<file path="src/capcc_pkg.sv">
package capcc_pkg;

    // Register address of the shared configuration byte
    localparam logic [7:0] CFG_ADDR      = 8'hdf;
    localparam logic [7:0] CFG_RESET     = 8'h00;

    // Per-module compare byte windows: base plus module index
    localparam logic [7:0] CMP_LOW_BASE  = 8'he0;
    localparam logic [7:0] CMP_HIGH_BASE = 8'he8;
    localparam int         MODULES_MAX   = 8;

    // Field positions of the configuration byte
    localparam int BIT_RELOAD_SEL = 7;
    localparam int BIT_COV_IRQ_EN = 6;
    localparam int BIT_COV_FLAG   = 5;
    localparam int BIT_LEN_HI     = 1;
    localparam int BIT_LEN_LO     = 0;

    // Mask of the bits that hold state; the rest read zero
    localparam logic [7:0] CFG_LIVE_MASK = 8'he3;

    // Cycle length select encodings
    localparam logic [1:0] LEN_8  = 2'h0;
    localparam logic [1:0] LEN_9  = 2'h1;
    localparam logic [1:0] LEN_10 = 2'h2;
    localparam logic [1:0] LEN_11 = 2'h3;

    // Counter bit whose carry ends a cycle, per length
    localparam logic [3:0] TOP_BIT_8  = 4'h7;
    localparam logic [3:0] TOP_BIT_9  = 4'h8;
    localparam logic [3:0] TOP_BIT_10 = 4'h9;
    localparam logic [3:0] TOP_BIT_11 = 4'ha;

    localparam int         BYTE_W     = 8;
    localparam int         COUNT_W    = 16;
    localparam logic [7:0] ZERO_BYTE  = 8'h00;
    localparam logic [15:0] ZERO_WORD = 16'h0000;

endpackage

</file>
<file path="src/capcc_pwm_cycle_config.sv">
`timescale 1ns/100ps

//////////////////////////////////////////////////////////////////////////////
module capcc_pwm_cycle_config #(
    parameter int MODULES = 6
) (
    input  wire logic               i_core_clk,
    input  wire logic               i_rst_n,
    // Special function register port
    input  wire logic [7:0]         i_sfr_addr,
    input  wire logic [7:0]         i_sfr_wdata,
    input  wire logic               i_sfr_wr,
    input  wire logic               i_sfr_rd,
    output logic      [7:0]         o_sfr_rdata,
    // Counter array context
    input  wire logic [15:0]        i_main_count,
    input  wire logic [MODULES-1:0] i_pwm_mode,
    input  wire logic [MODULES-1:0] i_wide_pwm_enable,
    // Results
    output logic [MODULES-1:0]      o_pwm_out,
    output logic                    o_cycle_overflow_irq,
    output logic                    o_cycle_overflow_flag,
    output logic [1:0]              o_cycle_length_select
);

    //////////////////////////////////////////////////////////////////////////
    // Configuration state

    logic       reload_bank_select;
    logic       cycle_overflow_irq_enable;
    logic       cycle_overflow_flag;
    logic [1:0] cycle_length_select;
    logic [15:0] count_prev;

    // Per-module storage, addressed by module index
    // At most eight modules: each byte window is eight addresses wide
    logic [7:0] cmp_low    [MODULES];
    logic [7:0] cmp_high   [MODULES];
    logic [7:0] reload_low [MODULES];
    logic [7:0] reload_high[MODULES];

    //////////////////////////////////////////////////////////////////////////
    // Address decode

    wire        cfg_hit = (i_sfr_addr == capcc_pkg::CFG_ADDR);
    wire [7:0]  low_off = i_sfr_addr - capcc_pkg::CMP_LOW_BASE;
    wire [7:0]  high_off = i_sfr_addr - capcc_pkg::CMP_HIGH_BASE;
    wire        low_hit = (low_off < 8'(MODULES));
    wire        high_hit = (high_off < 8'(MODULES));
    wire        cfg_wr = i_sfr_wr && cfg_hit;

    // Module index of the addressed byte; only meaningful with its hit,
    // sized for the largest module count so every window entry is reachable
    localparam int IDX_W = $clog2(capcc_pkg::MODULES_MAX);
    wire [IDX_W-1:0] low_idx  = low_off[IDX_W-1:0];
    wire [IDX_W-1:0] high_idx = high_off[IDX_W-1:0];

    //////////////////////////////////////////////////////////////////////////
    // Cycle length and overflow detection

    wire [3:0] top_bit =
        (cycle_length_select == capcc_pkg::LEN_8)  ? capcc_pkg::TOP_BIT_8  :
        (cycle_length_select == capcc_pkg::LEN_9)  ? capcc_pkg::TOP_BIT_9  :
        (cycle_length_select == capcc_pkg::LEN_10) ? capcc_pkg::TOP_BIT_10 :
                                                     capcc_pkg::TOP_BIT_11;

    // carry out of the top bit seen as its falling edge
    // Limitation: a software load that clears the top bit also counts,
    // traded for not needing the counter's own carry chain here
    wire cycle_overflow = count_prev[top_bit] && !i_main_count[top_bit];

    // Mask of counter bits inside the short cycle
    // Shift kept one bit wider so the 11-bit mask never overflows
    wire [15:0] len_mask = 16'((17'h00002 << top_bit) - 17'h00001);

    //////////////////////////////////////////////////////////////////////////
    // Next configuration values

    // hardware set wins over a software clear in the same cycle
    wire next_flag = cycle_overflow ||
                     (cfg_wr ? i_sfr_wdata[capcc_pkg::BIT_COV_FLAG]
                             : cycle_overflow_flag);
    wire next_irq_en = cfg_wr ? i_sfr_wdata[capcc_pkg::BIT_COV_IRQ_EN]
                              : cycle_overflow_irq_enable;

    // bank select changes only on a configuration write
    wire next_reload_sel = cfg_wr ? i_sfr_wdata[capcc_pkg::BIT_RELOAD_SEL]
                                  : reload_bank_select;

    // length field taken whole from the write data
    wire [1:0] wr_len_field = i_sfr_wdata[capcc_pkg::BIT_LEN_HI:capcc_pkg::BIT_LEN_LO];
    wire [1:0] next_len_sel = cfg_wr ? wr_len_field : cycle_length_select;

    // request from the values flag and enable take at this edge
    wire next_irq = next_flag && next_irq_en;

    // unused bits tie to zero in the readback image
    wire [7:0] cfg_image = {reload_bank_select,
                            cycle_overflow_irq_enable,
                            cycle_overflow_flag,
                            3'h0,
                            cycle_length_select} & capcc_pkg::CFG_LIVE_MASK;

    //////////////////////////////////////////////////////////////////////////
    // Configuration register

    // only live fields are stored; bits four to two have no flops
    always_ff @(posedge i_core_clk or negedge i_rst_n)
    begin
        if (!i_rst_n)
        begin
            reload_bank_select        <= capcc_pkg::CFG_RESET[capcc_pkg::BIT_RELOAD_SEL];
            cycle_overflow_irq_enable <= capcc_pkg::CFG_RESET[capcc_pkg::BIT_COV_IRQ_EN];
            cycle_overflow_flag       <= capcc_pkg::CFG_RESET[capcc_pkg::BIT_COV_FLAG];
            cycle_length_select       <= capcc_pkg::LEN_8;
        end
        else
        begin
            reload_bank_select        <= next_reload_sel;
            cycle_overflow_irq_enable <= next_irq_en;
            cycle_overflow_flag       <= next_flag;
            cycle_length_select       <= next_len_sel;
        end
    end

    // Previous counter value for edge detection; same clock, no sync
    always_ff @(posedge i_core_clk or negedge i_rst_n)
    begin
        if (!i_rst_n)
            count_prev <= capcc_pkg::ZERO_WORD;
        else
            count_prev <= i_main_count;
    end

    //////////////////////////////////////////////////////////////////////////
    // Per-module compare and reload banks

    logic [7:0] rd_low_sel [MODULES];
    logic [7:0] rd_high_sel[MODULES];
    logic [MODULES-1:0] next_pwm;

    // Short lengths that use the reload path (9 to 11 bits)
    wire reload_len = (cycle_length_select != capcc_pkg::LEN_8);

    genvar m;
    generate
        for (m = 0; m < MODULES; m++)
        begin : g_mod
            wire wr_low  = i_sfr_wr && low_hit  && (low_off  == 8'(m));
            wire wr_high = i_sfr_wr && high_hit && (high_off == 8'(m));

            // software writes steered to one bank by the select
            // bytes of the other bank are untouched by the write
            wire cmp_wr_low     = wr_low  && !reload_bank_select;
            wire cmp_wr_high    = wr_high && !reload_bank_select;
            wire reload_wr_low  = wr_low  &&  reload_bank_select;
            wire reload_wr_high = wr_high &&  reload_bank_select;

            // shared short-length PWM unless wide enable set
            wire short_pwm = i_pwm_mode[m] && !i_wide_pwm_enable[m];
            // wide modules see the full counter
            wire wide_pwm = i_pwm_mode[m] && i_wide_pwm_enable[m];

            // reload acts only in 9..11-bit PWM at cycle end
            // 8-bit and wide channels never reload; their bytes only store
            wire do_reload = short_pwm && reload_len && cycle_overflow;

            wire [15:0] cmp_word = {cmp_high[m], cmp_low[m]};

            // length mask applied combinationally, no cycle delay
            wire short_out = ((i_main_count & len_mask) < (cmp_word & len_mask));
            wire wide_out = (i_main_count < cmp_word);

            assign next_pwm[m] = wide_pwm ? wide_out :
                                 short_pwm ? short_out : 1'b0;

            assign rd_low_sel[m]  = reload_bank_select ? reload_low[m]  : cmp_low[m];
            assign rd_high_sel[m] = reload_bank_select ? reload_high[m] : cmp_high[m];

            // compare bank; reload copy at the cycle boundary
            always_ff @(posedge i_core_clk or negedge i_rst_n)
            begin
                if (!i_rst_n)
                begin
                    cmp_low[m]  <= capcc_pkg::ZERO_BYTE;
                    cmp_high[m] <= capcc_pkg::ZERO_BYTE;
                end
                else if (do_reload)
                begin
                    // Reload wins: a CPU write lands a cycle too late anyway
                    cmp_low[m]  <= reload_low[m];
                    cmp_high[m] <= reload_high[m];
                end
                else
                begin
                    if (cmp_wr_low)
                        cmp_low[m] <= i_sfr_wdata;
                    if (cmp_wr_high)
                        cmp_high[m] <= i_sfr_wdata;
                end
            end

            // reload bank readable and writable only while the bank select is set
            always_ff @(posedge i_core_clk or negedge i_rst_n)
            begin
                if (!i_rst_n)
                begin
                    reload_low[m]  <= capcc_pkg::ZERO_BYTE;
                    reload_high[m] <= capcc_pkg::ZERO_BYTE;
                end
                else
                begin
                    if (reload_wr_low)
                        reload_low[m] <= i_sfr_wdata;
                    if (reload_wr_high)
                        reload_high[m] <= i_sfr_wdata;
                end
            end
        end
    endgenerate

    //////////////////////////////////////////////////////////////////////////
    // Read path

    // Byte of the addressed module in each window
    wire [7:0] low_rd  = rd_low_sel[low_idx];
    wire [7:0] high_rd = rd_high_sel[high_idx];

    // Unmapped addresses read zero; the hits guard the index range,
    // so an index past the last module is never passed on
    wire [7:0] rd_data =
        cfg_hit  ? cfg_image :
        low_hit  ? low_rd :
        high_hit ? high_rd :
                   capcc_pkg::ZERO_BYTE;

    // Read data holds until the next read strobe
    // A read in a write's cycle returns the value from before the write
    always_ff @(posedge i_core_clk or negedge i_rst_n)
    begin
        if (!i_rst_n)
            o_sfr_rdata <= capcc_pkg::ZERO_BYTE;
        else if (i_sfr_rd)
            o_sfr_rdata <= rd_data;
    end

    //////////////////////////////////////////////////////////////////////////
    // Registered outputs

    // request mirrors flag and enable as they stand after this edge
    // both come from next values, so the request never lags the flag
    always_ff @(posedge i_core_clk or negedge i_rst_n)
    begin
        if (!i_rst_n)
        begin
            o_cycle_overflow_irq  <= 1'b0;
            o_cycle_overflow_flag <= 1'b0;
        end
        else
        begin
            o_cycle_overflow_irq  <= next_irq;
            o_cycle_overflow_flag <= next_flag;
        end
    end

    // length copy for the counter array, in step with the field
    always_ff @(posedge i_core_clk or negedge i_rst_n)
    begin
        if (!i_rst_n)
            o_cycle_length_select <= capcc_pkg::LEN_8;
        else
            o_cycle_length_select <= next_len_sel;
    end

    // one cycle of latency on every channel, wide or short
    // channels outside PWM mode hold their output low
    always_ff @(posedge i_core_clk or negedge i_rst_n)
    begin
        if (!i_rst_n)
            o_pwm_out <= '0;
        else
            o_pwm_out <= next_pwm;
    end

endmodule // capcc_pwm_cycle_config

</file>
<file path="config.mk">
export PLATFORM = sky130hd
export DESIGN_NAME = capcc_pwm_cycle_config
export DESIGN_NICKNAME = d
export VERILOG_FILES = /design/src/capcc_pkg.sv /design/src/capcc_pwm_cycle_config.sv
export SDC_FILE = /design/constraint.sdc
export NUM_CORES = 1
export LEC_CHECK = 0
export ABC_CLOCK_PERIOD_IN_PS = 8100
export BUFFER_PORTS_ARGS = -buffer_cell sky130_fd_sc_hd__buf_2
export CAP_MARGIN = 10
export CELL_PAD_IN_SITES_DETAIL_PLACEMENT = 2
export CELL_PAD_IN_SITES_GLOBAL_PLACEMENT = 2
export CORE_ASPECT_RATIO = 0.9
export CORE_MARGIN = 2
export CORE_UTILIZATION = 46
export CTS_BUF_LIST = sky130_fd_sc_hd__clkbuf_8
export DETAILED_ROUTE_END_ITERATION = 8
export GPL_TIMING_DRIVEN = 0
export PLACE_DENSITY_LB_ADDON = 0.2
export SLEW_MARGIN = 10
export SYNTH_ARGS = -nofsm -noshare
export SYNTH_HDL_FRONTEND = slang
export SYNTH_SLANG_ARGS = --single-unit
</file>
<file path="constraint.sdc">
create_clock -name i_core_clk -period 8.1 [get_ports i_core_clk]
set_input_delay 1.215 -clock i_core_clk [delete_from_list [all_inputs] [get_ports i_core_clk]]
set_output_delay 1.215 -clock i_core_clk [all_outputs]
set_load 0.02 [all_outputs]
</file>
==> flow_summary.json <==
{
  "critPathLaunch": "o_cycle_length_select[1]",
  "final_util": 0.5215,
  "synth_top_area_frac": 0.3815,
  "ys_seq_elements": 218,
  "grt.busiest_layer": "met2",
  "synth_edf_count": 0,
  "reg2regPathDepth": 13,
  "min_path_type": "primary input to async pin",
  "rows": 61,
  "ys_warn_count": 0,
  "internal_power_uw": 1805,
  "period_share": 0.5644,
  "synthDistinctLibCells": 60,
  "cts_buffers": 41,
  "slew_violations": 0,
  "power_density_nw_per_um2": 167.6,
  "yosys-top-cells-area": "dfrtp_1 38%, ha_1 12%, mux2i_1 7.7%",
  "pre_cts_slack_ns": 3.880,
  "start_util": 0.4650,
  "power_leakage_uw": 0.006772,
  "fp.dieH_um": 171.3,
  "start_kind": "flip-flop",
  "post_cts_buffers": 0,
  "gp_congestion": 0.8827,
  "grtUsageTotal": 0.3992,
  "ys.flop_type": "dfrtp_1",
  "holdWs_ns": 0.4646,
  "finalSetupViolations": 0,
  "grt_max_degree": 100,
  "combPwrFrac": 0.164,
  "end_kind": "flip-flop",
  "cts.sinks": 218,
  "rsz0062_at_grt": "no",
  "dr.pass1.iters": 5,
  "hold_buffers": 0,
  "die_area_sq_um": 32520,
  "rrSetupSlack_ns": 3.53,
  "swShare": 0.3285,
  "cts_resized": 0,
  "die_w_um": 189.9,
  "wire_per_inst_um": 32.60,
  "antenna_found_initial": 0,
  "finalNetCount": 1684,
  "vias_per_cell": 6.532,
  "cts_tree": "done",
  "post-route-drc-count": 0,
  "worstReg2RegEnd": "o_pwm_out[5]",
  "hold_viol": 0,
  "ant_nets": 0,
  "drtIter0Drc": 1077,
  "crit_fanout": 11,
  "areaGrowthSynthToFinish_pct": 12.17,
  "drive_gt1_frac": 0.1978,
  "core_area_sq_um": 30760,
  "switching_power_uw": 883.1,
  "synth.avg_cell_area_sq_um": 10.33,
  "via_count": 12690,
  "use_met1": 0.5069,
  "crit_type": "flip-flop to flip-flop",
  "p_clk_frac": 0.416,
  "worst_slew_pin_slew_ns": 1.211,
  "pwr-share-seq": 0.420,
  "cts_root_buf": "clkbuf_8",
  "ir_drop_mv": 0.1305,
  "ios": 66,
  "clock_path_buffers": 3,
  "period_needed_ns": 4.571,
  "grt_first_pass_wirelength_um": 93720,
  "cp.required_ns": 8.56,
  "status": "finished clean",
  "fin_setup_tns_ns": 0,
  "synthCells": 1384,
  "seq_area_frac_synth": 0.3815,
  "async_flop_share": 1.000,
  "cts.htree.levels": 2,
  "reg2reg_from": "o_cycle_length_select[1]",
  "cp.arrival_ns": 5.03,
  "setup_ws_ns": 3.529,
  "slew_headroom": 0.1929,
  "clock.fmax_mhz": 218.7,
  "clk_latency_ns": 0.59,
  "wl_um": 63330,
  "drv_cap": 0,
  "ys_top_cells_by_count": "218 x dfrtp_1, 174 x nand2_1, 134 x ha_1",
  "synth_area_sq_um": 14300,
  "gr-total-overflow": 0,
  "met2_usage": 0.6455,
  "clk_pin_slew_ns": 0.08,
  "use_met3": 0.07794,
  "hpwl_um": 43980,
  "finClkSkew_ns": 0.02112,
  "portBuffers": 63,
  "grt_pass1_vias": 14020,
  "yosysMostFrequentCell": "dfrtp_1",
  "yosysTopAreaCell": "dfrtp_1",
  "fillers": 3160
}
## per-layer routing
metal,part of all wire,routed length [um],vias to the layer above
li1,-,-,5206
met1,0.40,25570,6676
met2,0.47,29550,610
met3,0.074,4697,200
met4,0.056,3519,0
met5,0,0,-
## layout make-up
class | instances | area [sq um] | area share
sequential | 218 | 5455 | 0.3401
antenna | 2 | 5.005 | 0.0003120
tap | 409 | 511.7 | 0.03190
inverter | 99 | 371.6 | 0.02317
multi-input combinational | 1011 | 8240 | 0.5137
clock inverter | 22 | 103.9 | 0.006474
timing repair buffer | 65 | 380.4 | 0.02371
clock buffer | 51 | 701.9 | 0.04376
buffer | 66 | 271.5 | 0.01693
## metrics by stage
stage                     cells  area [sq um]  total power [uW]
after floorplan            1394         14340              1357
final                      1943         16040              2689
after detailed placement   1868         15230              1564
after global placement     1866         15170              1534
after CTS                  1941         16040              2679
after global routing       1941         16040              2768
## worst max path at each step
stage,endpoint,depth (start not counted)
final,o_pwm_out[5],13
after CTS,o_pwm_out[5],13
after floorplan,reload_high[13],8
after global placement,reload_low[3],1
after detailed placement,o_pwm_out[5],13
after global routing,o_pwm_out[5],13
## placed cells by master (no fill, tap or decap), types with 5 or more instances in the layout
cell type and instances:
a2111oi_0 7, a211oi_1 12, a21o_1 25, a21oi_1 48, and2_1 7, and3_1 5
buf_1 7, buf_2 75, clkbuf_1 45, clkbuf_8 51, clkinv_2 8, conb_1 12
dfrtp_1 218, ha_1 134, inv_1 110, mux2_2 95, mux2i_1 110, mux4_2 45
nand2_1 174, nand2b_1 17, nand3_1 20, nand4_1 16, nor2_1 45, nor2_2 9
nor2b_1 13, nor3_1 7, o211ai_1 12, o21a_1 6, o21ai_0 127, o22ai_1 9
## registers in the layout, summed over array words and instances (netlist names)
name	count
cycle_overflow_irq_enable	1
reload_high	48
count_prev	6
cmp_high	48
o_sfr_rdata	8
reload_bank_select	1
o_cycle_length_select	2
o_pwm_out	6
cmp_low	48
o_cycle_overflow_irq	1
reload_low	48
o_cycle_overflow_flag	1
## worst max-delay path: stages, from the launching register on
cell      delay, ns
dfrtp_1        0.75
ha_1           0.25
clkbuf_1       0.56
nor3_1         0.29
xnor2_1        0.19
nor2_1         0.70
and2_1         0.52
ha_1           0.22
a21oi_1        0.11
a31oi_1        0.22
o21ai_0        0.14
and4b_1        0.25
nor2_1         0.11
o211ai_1       0.11
## kinds of logic (layout without fill, tap and decap cells)
family / Yosys count / count (layout) / synth area share
compound gates: 271 / 271 / 0.1127
other cells: 2 / 14 / 0.0005251
mux: 253 / 253 / 0.2258
flops: 218 / 218 / 0.3815
buf+inv: 165 / 303 / 0.04497
fa+ha+maj: 134 / 134 / 0.1172
simple gates: 335 / 335 / 0.1136
xor+xnor: 6 / 6 / 0.003675
## power by group through the flow
stage	Sequential [uW]	Clock, uW	Combinational (uW)
after floorplan	1140	0	213
after detailed placement	1150	0	416
after global placement	1150	0	388
final	1130	1120	440
after global routing	1130	1170	470
after CTS	1130	1120	429
No activity file was read; power rests on OpenSTA's default activity.
